--- src/rtl/rms_pkg.sv ---
// constants and types for the radio mode sequencer
package rms_pkg;
   localparam int CLK_HZ = 10_000_000;
   // tick times in nanoseconds
   localparam longint TICK1_NS = 64_000;
   localparam longint TICK2_NS = 4_100_000;
   localparam longint TICK3_NS = 262_000_000;
   localparam longint CLK_NS   = 1_000_000_000 / CLK_HZ;
   localparam int TICK1_CYC = int'(TICK1_NS / CLK_NS);
   localparam int TICK2_CYC = int'(TICK2_NS / CLK_NS);
   localparam int TICK3_CYC = int'(TICK3_NS / CLK_NS);
   localparam logic [1:0] TICK_OFF = 2'h0;

   // chip mode driven by the sequencer
   typedef enum logic [2:0] {
      RMS_MODE_SLEEP = 3'b000,
      RMS_MODE_STBY  = 3'b001,
      RMS_MODE_FS    = 3'b010,
      RMS_MODE_TX    = 3'b011,
      RMS_MODE_RX    = 3'b100
   } rms_mode_t;

   typedef enum logic [2:0] {
      RMS_OFF   = 3'b000,
      RMS_IDLE  = 3'b001,
      RMS_TX    = 3'b010,
      RMS_RX    = 3'b011,
      RMS_HELD  = 3'b100,
      RMS_WAITQ = 3'b101,
      RMS_FSHOP = 3'b110
   } rms_state_t;

   // settings written by the host
   typedef struct packed {
      logic       idle_lowpower_select;
      logic [1:0] start_exit_select;
      logic       low_power_choice;
      logic       idle_exit_select;
      logic       transmit_exit_select;
      logic [2:0] receive_exit_select;
      logic [1:0] timeout_exit_select;
      logic [2:0] packet_done_exit_select;
      logic       check_enable;
      logic       bad_check_autoflush;
   } rms_cfg_t;

   // packet-engine events, one-cycle pulses
   typedef struct packed {
      logic tx_complete_event;
      logic rx_payload_event;
      logic check_good_event;
      logic strength_event;
      logic sync_match_event;
      logic preamble_found_event;
      logic queue_level_event;
      logic queue_drained_event;
      logic strength_wait_timeout;
      logic preamble_wait_timeout;
      logic sync_wait_timeout;
   } rms_evt_t;
endpackage

--- src/rtl/rms_sequencer.sv ---
// top-level radio mode sequencer with its two interval timers
`timescale 1ns/10ps
module rms_sequencer #(
   parameter int MULT_W    = 8,
   parameter int TICK1_LEN = rms_pkg::TICK1_CYC,
   parameter int TICK2_LEN = rms_pkg::TICK2_CYC,
   parameter int TICK3_LEN = rms_pkg::TICK3_CYC
) (
   input  wire logic               clk,
   input  wire logic               rst_b,
   input  wire rms_pkg::rms_cfg_t  cfg,
   input  wire rms_pkg::rms_evt_t  evt,
   input  wire logic               fsk_mode,
   input  wire logic               host_sleep,
   input  wire logic               seq_launch_cmd,
   input  wire logic               seq_stop_cmd,
   input  wire logic [1:0]         first_timer_tick,
   input  wire logic [1:0]         second_timer_tick,
   input  wire logic [MULT_W-1:0]  first_timer_multiplier,
   input  wire logic [MULT_W-1:0]  second_timer_multiplier,
   output rms_pkg::rms_mode_t      chip_mode,
   output logic                    seq_running,
   output logic                    rx_relaunch,
   output logic                    first_timer_event,
   output logic                    second_timer_event,
   output rms_pkg::rms_state_t     seq_state
);
   import rms_pkg::*;

   localparam int PRE_W = $clog2(TICK3_LEN + 1);

   // ==========================================================
   // timers
   // tick length for a resolution code, zero when disabled
   function automatic logic [PRE_W-1:0] tick_len(input logic [1:0] sel);
      logic [PRE_W-1:0] r;
      r = '0;
      if (sel == 2'h1) begin
         r = PRE_W'(TICK1_LEN);
      end else if (sel == 2'h2) begin
         r = PRE_W'(TICK2_LEN);
      end else if (sel == 2'h3) begin
         r = PRE_W'(TICK3_LEN);
      end
      return r;
   endfunction

   logic              active_q, active_d;   // 0: first timer, 1: second
   logic              armed_q, armed_d;
   logic [PRE_W-1:0]  pre_q, pre_d;
   logic [MULT_W-1:0] cnt_q, cnt_d;
   logic              ev1_q, ev1_d, ev2_q, ev2_d;
   logic              launch;
   logic [1:0]        cur_tick;
   logic [MULT_W-1:0] cur_mult;

   assign launch   = seq_launch_cmd && !seq_stop_cmd && fsk_mode;
   assign cur_tick = active_q ? second_timer_tick : first_timer_tick;
   assign cur_mult = active_q ? second_timer_multiplier
                              : first_timer_multiplier;

   // alternating chain, independent of the sequencer state
   always_comb begin
      active_d = active_q;
      armed_d  = armed_q;
      pre_d    = pre_q;
      cnt_d    = cnt_q;
      ev1_d    = 1'b0;
      ev2_d    = 1'b0;
      if (seq_stop_cmd || !fsk_mode) begin
         armed_d = 1'b0;
      end else if (launch) begin
         active_d = 1'b0;
         armed_d  = (first_timer_tick != TICK_OFF)
                    && (first_timer_multiplier != '0);
         pre_d    = tick_len(first_timer_tick);
         cnt_d    = first_timer_multiplier;
      end else if (armed_q) begin
         if (cur_tick == TICK_OFF) begin
            armed_d = 1'b0;
         end else if (pre_q > PRE_W'(1)) begin
            pre_d = pre_q - PRE_W'(1);
         end else begin
            pre_d = tick_len(cur_tick);
            if (cnt_q > MULT_W'(1)) begin
               cnt_d = cnt_q - MULT_W'(1);
            end else begin
               // expiry hands over to the other timer
               ev1_d    = !active_q;
               ev2_d    = active_q;
               active_d = !active_q;
               // second follows first; first follows second
               pre_d    = tick_len(active_q ? first_timer_tick
                                            : second_timer_tick);
               cnt_d    = active_q ? first_timer_multiplier
                                   : second_timer_multiplier;
               // disabled next timer breaks the chain
               // zero multiplier disarms too, as it does at launch
               armed_d  = ((active_q ? first_timer_tick
                                     : second_timer_tick) != TICK_OFF)
                          && ((active_q ? first_timer_multiplier
                                        : second_timer_multiplier) != '0);
            end
         end
      end
   end

   // timer registers
   always_ff @(posedge clk or negedge rst_b) begin
      if (!rst_b) begin
         active_q <= 1'b0;
         armed_q  <= 1'b0;
         pre_q    <= '0;
         cnt_q    <= '0;
         ev1_q    <= 1'b0;
         ev2_q    <= 1'b0;
      end else begin
         active_q <= active_d;
         armed_q  <= armed_d;
         pre_q    <= pre_d;
         cnt_q    <= cnt_d;
         ev1_q    <= ev1_d;
         ev2_q    <= ev2_d;
      end
   end

   assign first_timer_event  = ev1_q;
   assign second_timer_event = ev2_q;

   // ==========================================================
   // state machine
   rms_state_t st_q, st_d;
   logic       init_sleep_q, init_sleep_d;
   logic       relaunch_q, relaunch_d;
   logic       rx_timeout, bad_check;
   rms_state_t lp_state;

   assign rx_timeout = evt.strength_wait_timeout
                       || evt.preamble_wait_timeout
                       || evt.sync_wait_timeout;
   // payload with bad check acts as timeout
   assign bad_check = cfg.receive_exit_select == 3'h3 && cfg.check_enable
                      && !cfg.bad_check_autoflush && evt.rx_payload_event
                      && !evt.check_good_event;
   assign lp_state = cfg.low_power_choice ? RMS_IDLE : RMS_OFF;

   always_comb begin
      st_d         = st_q;
      init_sleep_d = init_sleep_q;
      relaunch_d   = 1'b0;
      // stop wins at any time; only in fsk/ook
      if (seq_stop_cmd || !fsk_mode) begin
         st_d = RMS_OFF;
      end else begin
         case (st_q)
            RMS_OFF: begin
               if (launch) begin
                  init_sleep_d = host_sleep;
                  case (cfg.start_exit_select)
                     2'h0: st_d = lp_state;
                     2'h1: st_d = RMS_RX;
                     2'h2: st_d = RMS_TX;
                     default: st_d = RMS_WAITQ;
                  endcase
               end
            end
            RMS_WAITQ: begin
               if (evt.queue_level_event) begin
                  st_d = RMS_TX;
               end
            end
            RMS_IDLE: begin
               if (ev1_q) begin
                  st_d = cfg.idle_exit_select ? RMS_RX : RMS_TX;
               end
            end
            RMS_TX: begin
               if (evt.tx_complete_event) begin
                  st_d = cfg.transmit_exit_select ? RMS_RX : lp_state;
               end
            end
            RMS_RX: begin
               if (ev2_q) begin
                  st_d = lp_state;
               end else if (rx_timeout || bad_check) begin
                  case (cfg.timeout_exit_select)
                     2'h0: relaunch_d = 1'b1;
                     2'h1: st_d = RMS_TX;
                     2'h2: st_d = lp_state;
                     default: st_d = RMS_OFF;
                  endcase
               end else begin
                  case (cfg.receive_exit_select)
                     3'h1: if (evt.rx_payload_event) st_d = RMS_HELD;
                     3'h2: if (evt.rx_payload_event) st_d = lp_state;
                     3'h3: if (evt.check_good_event) st_d = RMS_HELD;
                     3'h4: if (evt.strength_event) st_d = RMS_OFF;
                     3'h5: if (evt.sync_match_event) st_d = RMS_OFF;
                     3'h6: if (evt.preamble_found_event) st_d = RMS_OFF;
                     default: st_d = st_q;
                  endcase
               end
            end
            RMS_HELD: begin
               case (cfg.packet_done_exit_select)
                  3'h0: st_d = RMS_OFF;
                  3'h1: if (evt.queue_drained_event) st_d = RMS_TX;
                  3'h2: st_d = lp_state;
                  3'h3: st_d = RMS_FSHOP;
                  3'h4: st_d = RMS_RX;
                  default: st_d = st_q;
               endcase
            end
            RMS_FSHOP: st_d = RMS_RX;   // one cycle in fs for relock
            default: st_d = RMS_OFF;
         endcase
      end
   end

   // state registers
   always_ff @(posedge clk or negedge rst_b) begin
      if (!rst_b) begin
         st_q         <= RMS_OFF;
         init_sleep_q <= 1'b0;
         relaunch_q   <= 1'b0;
      end else begin
         st_q         <= st_d;
         init_sleep_q <= init_sleep_d;
         relaunch_q   <= relaunch_d;
      end
   end

   // ==========================================================
   // chip mode from state
   always_comb begin
      case (st_q)
         // off restores initial mode; idle mode select
         RMS_OFF: chip_mode = init_sleep_q ? RMS_MODE_SLEEP : RMS_MODE_STBY;
         RMS_IDLE: chip_mode = cfg.idle_lowpower_select ? RMS_MODE_SLEEP
                                                        : RMS_MODE_STBY;
         RMS_WAITQ: chip_mode = init_sleep_q ? RMS_MODE_SLEEP
                                             : RMS_MODE_STBY;
         RMS_TX: chip_mode = RMS_MODE_TX;
         RMS_FSHOP: chip_mode = RMS_MODE_FS;
         default: chip_mode = RMS_MODE_RX;
      endcase
   end

   assign seq_running = st_q != RMS_OFF;
   assign rx_relaunch = relaunch_q;
   assign seq_state   = st_q;

   // ==========================================================
   // checks
   // stop forces off
   AST_STOP_OFF: assert property (@(posedge clk) disable iff (!rst_b)
      seq_stop_cmd |=> st_q == RMS_OFF) else $error("stop not honoured");
   // idle waits only for first timer
   AST_IDLE_HOLD: assert property (@(posedge clk) disable iff (!rst_b)
      st_q == RMS_IDLE && !ev1_q && !seq_stop_cmd && fsk_mode
      |=> st_q == RMS_IDLE) else $error("idle left without timer");
   AST_IDLE_EXIT: assert property (@(posedge clk) disable iff (!rst_b)
      st_q == RMS_IDLE && ev1_q && !seq_stop_cmd && fsk_mode
      |=> st_q == (cfg.idle_exit_select ? RMS_RX : RMS_TX))
      else $error("wrong idle exit");
   AST_RX_T2: assert property (@(posedge clk) disable iff (!rst_b)
      st_q == RMS_RX && ev2_q && !seq_stop_cmd && fsk_mode
      |=> st_q != RMS_RX) else $error("rx kept on second timer");
   AST_IDLE_MODE: assert property (@(posedge clk) disable iff (!rst_b)
      st_q == RMS_IDLE |-> chip_mode == (cfg.idle_lowpower_select
      ? RMS_MODE_SLEEP : RMS_MODE_STBY)) else $error("bad idle mode");
   AST_EV_PULSE: assert property (@(posedge clk) disable iff (!rst_b)
      ev1_q |=> !ev1_q && !ev2_q) else $error("event not a pulse");
   // second event not within the two cycles after first
   AST_CHAIN: assert property (@(posedge clk) disable iff (!rst_b)
      ev1_q |-> ##1 !ev2_q [*2]) else $error("second timer too early");
   AST_TX_EXIT: assert property (@(posedge clk) disable iff (!rst_b)
      st_q == RMS_TX && evt.tx_complete_event && cfg.transmit_exit_select
      && !seq_stop_cmd && fsk_mode |=> st_q == RMS_RX)
      else $error("wrong tx exit");
   COV_START: cover property (@(posedge clk) launch ##1 seq_running);
   COV_IDLE_RX: cover property (@(posedge clk)
      st_q == RMS_IDLE ##1 st_q == RMS_RX);
   COV_HELD: cover property (@(posedge clk) st_q == RMS_HELD);
endmodule

--- config.mk ---
export PLATFORM = sky130hd
export DESIGN_NAME = rms_sequencer
export DESIGN_NICKNAME = d
export VERILOG_FILES = /design/src/rtl/rms_pkg.sv /design/src/rtl/rms_sequencer.sv
export SDC_FILE = /design/constraint.sdc
export NUM_CORES = 1
export LEC_CHECK = 0
export ABC_AREA = 1
export BUFFER_PORTS_ARGS = -buffer_cell sky130_fd_sc_hd__buf_4
export CAP_MARGIN = 10
export CORE_UTILIZATION = 50
export CTS_BUF_LIST = sky130_fd_sc_hd__clkbuf_4 sky130_fd_sc_hd__clkbuf_8 sky130_fd_sc_hd__clkbuf_16
export DETAILED_ROUTE_END_ITERATION = 8
export MAX_ROUTING_LAYER = met4
export PLACE_DENSITY = 0.73
export RECOVER_POWER = 50
export SLEW_MARGIN = 20
export SYNTH_ARGS = -nofsm -noshare
export SYNTH_HDL_FRONTEND = slang
export SYNTH_SLANG_ARGS = --single-unit
--- constraint.sdc ---
create_clock -name clk -period 2.3 [get_ports clk]
set_input_delay 0.46 -clock clk [delete_from_list [all_inputs] [get_ports clk]]
set_output_delay 0.46 -clock clk [all_outputs]
set_load 0.005 [all_outputs]
==> results.py, run 1 <==
metrics = {
    "die": {
        "die-height_um": 85.2,
        "initial_core_util_pct": 53.0,
        "ios": 63,
        "core.rowCount": 29,
        "core_area_um2": 6530,
        "fp.dieW_um": 85.2,
        "die_area_um2": 7270,
    },
    "clock_tree": {
        "cts_tree": "done",
        "cts_root_buffer": "clkbuf_8",
        "clk_latency_ns": 0.30,
        "cts_resized": 0,
        "cts_made_buffers": 5,
        "postCtsSetupBuffers": 0,
        "cts.clk_slew.worst_paths_ns": 0.08,
        "clk_path_buf_depth": 2,
        "cts_sinks": 39,
        "cts_max_level": 2,
        "ctsHoldBuffers": 0,
    },
    "final_layout": {
        "fill_cells": 609,
        "drive_gt1_share_pct": 16.2,
        "syn_to_final_growth_pct": 19.3,
        "n_antenna_cell": 0,
        "final_nets": 684,
    },
    "power_and_ir_drop": {
        "irDropWorstVdd_v": 0.000605,
        "powerDensity_nw_per_um2": 714,
        "power_uw": 2950,
        "p_leak_uw": 0.00211,
    },
    "global_route": {
        "grt_max_degree": 40,
        "grt_pass1_wl_um": 16700,
        "grt_pass1_vias": 3622,
        "antenna_found_initial": 0,
        "grt.overflow.total": 0,
        "track_usage_pct": 29.8,
    },
    "run_status": {
        "outcome": "finished clean",
    },
    "sta": {
        "slew_viol_final": 0,
        "maxSlewHeadroom_pct": 30.6,
        "setup_violations": 0,
        "worst_slew_pin_slew_ns": 1.04,
        "period_minus_slack_ns": 2.06,
        "fmax_mhz": 486,
        "finalSetupTns_ns": 0,
        "fin_crit_sh_pct": 89.5,
        "hold_viol": 0,
        "skew_ns": 0.00370,
        "rsz0062_at_grt": "false",
    },
    "synth": {
        "ys_seq_area_share_pct": 28.2,
        "synth.distinct_cells": 39,
        "synthCells": 557,
        "yosys_warnings": 0,
        "synth_area_um2": 3460,
        "synth_fp_nets": 619,
        "synth-seq-cells": 39,
        "synth_area_per_cell_um2": 6.22,
    },
    "drt": {
        "drc": 0,
        "ant_nets": 0,
        "viasPerCell": 5.44,
        "drt-total-wl_um": 9700,
        "num_vias": 3805,
        "first_pass_iters": 4,
        "detail_route.wl_per_cell_um": 13.9,
        "drt_iter0_markers": 283,
    },
    "worst_setup_path": {
        "end_kind": "flop",
        "cp-start-kind": "flop",
        "critical_path_class": "flop to flop",
        "rr_startpoint": "cnt_q[1]$_DFFE_PN0P_",
        "r2r_end": "pre_q[16]$_DFFE_PN0P_",
        "r2r_slack_ns": 0.24,
        "critPathArrivalTime_ns": 2.28,
        "crit_fanout": 10,
        "rr_worst_depth": 10,
        "required_ns": 2.52,
    },
    "worst_hold_path": {
        "min_path_type": "input port to asynchronous set/reset pin",
    },
    "placed_design": {
        "dp_hpwl_um": 7540,
        "place_congestion": 0.943,
        "port_buffers": 62,
    },
    "job": {
        "drv_cap": 0,
    },
}
[layout make-up]
class | count | area [µm²] | area share (%)
clock buffers | 6 | 82.6 | 2.00
well taps | 77 | 96.3 | 2.33
clock inverters | 2 | 35.0 | 0.847
inverters | 81 | 309 | 7.48
multi-input cells | 426 | 2110 | 51.0
repair buffers | 69 | 528 | 12.8
flip-flops and latches | 39 | 976 | 23.6
[synth_stat cells, drive strengths merged]
master	number	share of area, %
o21bai	1	0.22
nand3	48	7.6
xnor2	4	1.0
and3	1	0.18
nand2	156	17
nand4	16	2.9
o211ai	4	0.87
nor2	92	11
a211oi	1	0.22
clkbuf	1	0.11
dfrtp	39	28
or2	2	0.36
o21ai	41	6.2
o311ai	1	0.25
o22ai	2	0.36
inv	81	8.9
buf	10	2.0
ha	9	3.3
nor3	9	2.0
nor4	2	0.36
nand3b	2	0.43
o31ai	2	0.43
a21oi	22	3.2
xor2	11	2.8
[per-stage QoR]
stage               utilization (%)  hold WS (ns)  instance area (µm²)  std cells  worst slack (ns)
floorplan                         -         0.164                 3460        557             0.569
global placement               61.5         0.472                 4020        692             0.297
detailed placement             61.5         0.474                 4020        692             0.296
CTS                            63.3         0.151                 4140        700             0.257
global route                   63.3         0.422                 4130        700           0.00442
finish                         63.3         0.330                 4130        700             0.242
[worst max-delay path by stage]
| stage | cells past startpoint | end | startpoint |
|---|---|---|---|
| finish | 10 | pre_q[16]$_DFFE_PN0P_ | cnt_q[1]$_DFFE_PN0P_ |
| global route | 10 | pre_q[16]$_DFFE_PN0P_ | cnt_q[1]$_DFFE_PN0P_ |
| CTS | 6 | chip_mode[0] | seq_state[0]$_DFFE_PN0P_ |
| detailed placement | 11 | cnt_q[1]$_DFFE_PN0P_ | cnt_q[0]$_DFFE_PN0P_ |
| global placement | 11 | cnt_q[2]$_DFFE_PN0P_ | cnt_q[1]$_DFFE_PN0P_ |
| floorplan | 10 | pre_q[9]$_DFFE_PN0P_ | cnt_q[0]$_DFFE_PN0P_ |
[per-layer routing]
metal	share of wire, %	wire length [µm]	vias to the layer above	track usage (%)
li1	-	-	1910	-
met1	44	4310	1707	39.4
met2	46	4450	178	47.9
met3	8.8	858	10	4.28
met4	0.85	82	0	7.70
met5	0	0	-	-
[cells in the final DEF (no fill, tap or decap), types with 2 or more instances in the layout]
cell / n
dfrtp_1: 39
nand2_1: 152
nor2_1: 83
o31ai_1: 2
nor4_1: 2
o21ai_0: 34
buf_4: 64
nand2_2: 2
o21ai_1: 4
xnor2_1: 4
o211ai_1: 4
clkbuf_4: 3
nand3_1: 45
nor3_4: 2
o22ai_1: 2
nand3b_1: 2
nor3_1: 7
nand3_2: 2
inv_2: 2
o21ai_2: 3
a21oi_1: 22
clkbuf_8: 6
ha_1: 9
nand2_4: 2
xor2_1: 11
inv_1: 78
nor2_2: 8
nand4_1: 16
[flip-flops by register name, indices dropped and copies added, names as in the netlist]
signal              cells
armed_q                 1
cnt_q                   8
first_timer_event       1
active_q                1
second_timer_event      1
pre_q                  22
init_sleep_q            1
rx_relaunch             1
seq_state               3
[report_power, final]
| part | total, µW | internal, µW | switching (µW) |
|---|---|---|---|
| sequential | 1110 | 864 | 243 |
| combinational | 1220 | 490 | 735 |
| clock | 621 | 352 | 269 |
| total | 2950 | 1700 | 1250 |
[worst max-delay path, stage by stage (launching register included)]
cell	delay [ns]
dfrtp_1	0.39
inv_1	0.15
ha_1	0.26
nor2_1	0.09
nor2_1	0.10
nand3_1	0.27
nor2_1	0.19
nor2_1	0.07
nor2_1	0.19
nor2_4	0.10
a21oi_1	0.17
[cell families after synthesis]
kind of cell               synth area share, %
adders and majority gates                 3.25
DFF                                       28.2
xor gates and xnor gates                  3.79
and+or+nand+nor                           42.0
buffers and inverters                     11.0
AOI/OAI and AO/OA                         11.8
Note: power is estimated with default switching activity, not from simulation.
==> inputs of run 2 (changes only) <==
- RECOVER_POWER: 50 -> default
==> run 2 against run 1 <==
Compared with the run above:
- die area unchanged
- highest routed layer unchanged
- flip-flop and latch count unchanged
- global-route usage unchanged
- via count about the same
- fmax about the same
- critical path depth unchanged
- total power increased by 0.17%
- sequential share of layout area about the same
- final area about the same
- wire length increased by 0.12%
- first-iteration DRC count decreased by 7.8%
- register-to-register slack about the same
==> results.py, run 2 (synthesized netlist as in run 1, its figures left out) <==
metrics = {
    "run_status": {
        "outcome": "finished clean",
    },
    "placed_design": {
        "dp.cells": 692,
        "place_congestion": 0.943,
        "place_area_um2": 4020,
        "port_buffers": 62,
        "dp_hpwl_um": 7540,
    },
    "die": {
        "core.rowCount": 29,
        "die-height_um": 85.2,
        "ios": 63,
        "initial_core_util_pct": 53.0,
        "fp.dieW_um": 85.2,
        "core_area_um2": 6530,
        "die_area_um2": 7270,
    },
    "final_layout": {
        "final_cell_count_no_fill": 700,
        "n_antenna_cell": 0,
        "largest_reg_flops": 22,
        "syn_to_final_growth_pct": 19.4,
        "postLayoutCoreUtil_pct": 63.3,
        "fill_cells": 608,
        "layout_commonest_cell": "nand2_1",
        "seq_area_um2": 976,
        "multi_input_area_um2": 2110,
        "final_cell_area_um2": 4140,
        "regMostFlops": "pre_q",
        "final_nets": 684,
        "layout_common_cells": "152 x nand2_1, 83 x nor2_1, 78 x inv_1",
        "drive_gt1_share_pct": 16.2,
    },
    "power_and_ir_drop": {
        "irDropWorstVdd_v": 0.000608,
        "pwr-share-clk_pct": 21.0,
        "powerDensity_nw_per_um2": 715,
        "intPower_uw": 1710,
        "seqPwrFrac_pct": 37.5,
        "p_comb_share_pct": 41.5,
        "p_sw_uw": 1250,
        "p_leak_uw": 0.00212,
        "swShare_pct": 42.3,
    },
    "drt": {
        "num_vias": 3804,
        "drt-total-wl_um": 9720,
        "viasPerCell": 5.43,
        "first_pass_iters": 5,
        "drc": 0,
        "drt_iter0_markers": 261,
        "ant_nets": 0,
        "detail_route.wl_per_cell_um": 13.9,
    },
    "clock_tree": {
        "cts_resized": 0,
        "cts_max_level": 2,
        "clk_path_buf_depth": 2,
        "cts_tree": "done",
        "cts_root_buffer": "clkbuf_8",
        "cts_sinks": 39,
        "clk_latency_ns": 0.30,
        "postCtsSetupBuffers": 0,
        "cts.clk_slew.worst_paths_ns": 0.08,
        "ctsHoldBuffers": 0,
        "cts_made_buffers": 5,
    },
    "worst_setup_path": {
        "critical_path_class": "flop to flop",
        "end_kind": "flop",
        "cp-start-kind": "flop",
        "critPathArrivalTime_ns": 2.28,
        "crit_fanout": 10,
        "rr_worst_depth": 10,
        "required_ns": 2.52,
    },
    "sta": {
        "slew_viol_final": 0,
        "worst_slew_pin_slew_ns": 0.533,
        "skew_ns": 0.00380,
        "fmax_mhz": 486,
        "setup_violations": 0,
        "finalSetupTns_ns": 0,
        "period_minus_slack_ns": 2.06,
        "fin_crit_sh_pct": 89.4,
        "hold_viol": 0,
        "maxSlewHeadroom_pct": 64.5,
        "rsz0062_at_grt": "false",
    },
    "global_route": {
        "grt_max_degree": 40,
        "antenna_found_initial": 0,
        "grt_pass1_vias": 3622,
        "grt_pass1_wl_um": 16700,
        "track_usage_pct": 29.8,
        "grt.overflow.total": 0,
    },
    "job": {
        "drv_cap": 0,
    },
    "worst_hold_path": {
        "min_path_type": "input port to asynchronous set/reset pin",
    },
}
[run 2: routing by layer]
| metal | wire length [µm] | part of all wire (%) | GRT usage, % |
|---|---|---|---|
| met1 | 4350 | 45 | 39.4 |
| met2 | 4460 | 46 | 47.9 |
| met3 | 834 | 8.6 | 4.28 |
| met4 | 72 | 0.74 | 7.70 |
| met5 | 0 | 0 | - |
[run 2: power by group through the flow]
stage | sequential (µW) | combinational [µW] | clock [µW]
floorplan | 1030 | 900 | 0
global placement | 1110 | 1200 | 0
detailed placement | 1110 | 1210 | 0
CTS | 1100 | 1210 | 623
global route | 1130 | 1400 | 649
finish | 1110 | 1230 | 621
[run 2: area by class of cell]
| class | instances | share of cell area [%] |
|---|---|---|
| clock inverter | 2 | 0.847 |
| multi-input combinational | 426 | 50.9 |
| sequential | 39 | 23.6 |
| clock buffer | 6 | 2.00 |
| tap | 77 | 2.33 |
| timing repair buffer | 69 | 12.8 |
| inverter | 81 | 7.47 |
[run 2: critical path: stages (launching register included)]
cell and delay (ns):
dfrtp_1 0.39, inv_1 0.15, ha_1 0.26, nor2_1 0.09, nor2_1 0.10, nand3_1 0.27
nor2_1 0.19, nor2_1 0.07, nor2_1 0.19, nor2_4 0.09, a21oi_1 0.17
[run 2: path summary, 6_finish.rpt]
path                            slack, ns                startpoint                  endpoint
worst max-delay path                 0.24      cnt_q[1]$_DFFE_PN0P_     pre_q[16]$_DFFE_PN0P_
max in group asynchronous            1.80                     rst_b  seq_state[0]$_DFFE_PN0P_
worst max register to register       0.24      cnt_q[1]$_DFFE_PN0P_     pre_q[16]$_DFFE_PN0P_
worst min register to register       0.52  init_sleep_q$_DFFE_PN0P_  init_sleep_q$_DFFE_PN0P_
min in group clk                     0.41                host_sleep  init_sleep_q$_DFFE_PN0P_
worst min-delay path                 0.13                     rst_b      cnt_q[7]$_DFFE_PN0P_
[run 2: per-stage QoR]
| step | hold slack [ns] | total power [µW] | worst slack (ns) |
|---|---|---|---|
| floorplan | 0.164 | 1930 | 0.569 |
| global placement | 0.472 | 2300 | 0.297 |
| detailed placement | 0.474 | 2320 | 0.296 |
| CTS | 0.151 | 2940 | 0.257 |
| global route | 0.181 | 3180 | 0.00442 |
| finish | 0.131 | 2960 | 0.243 |
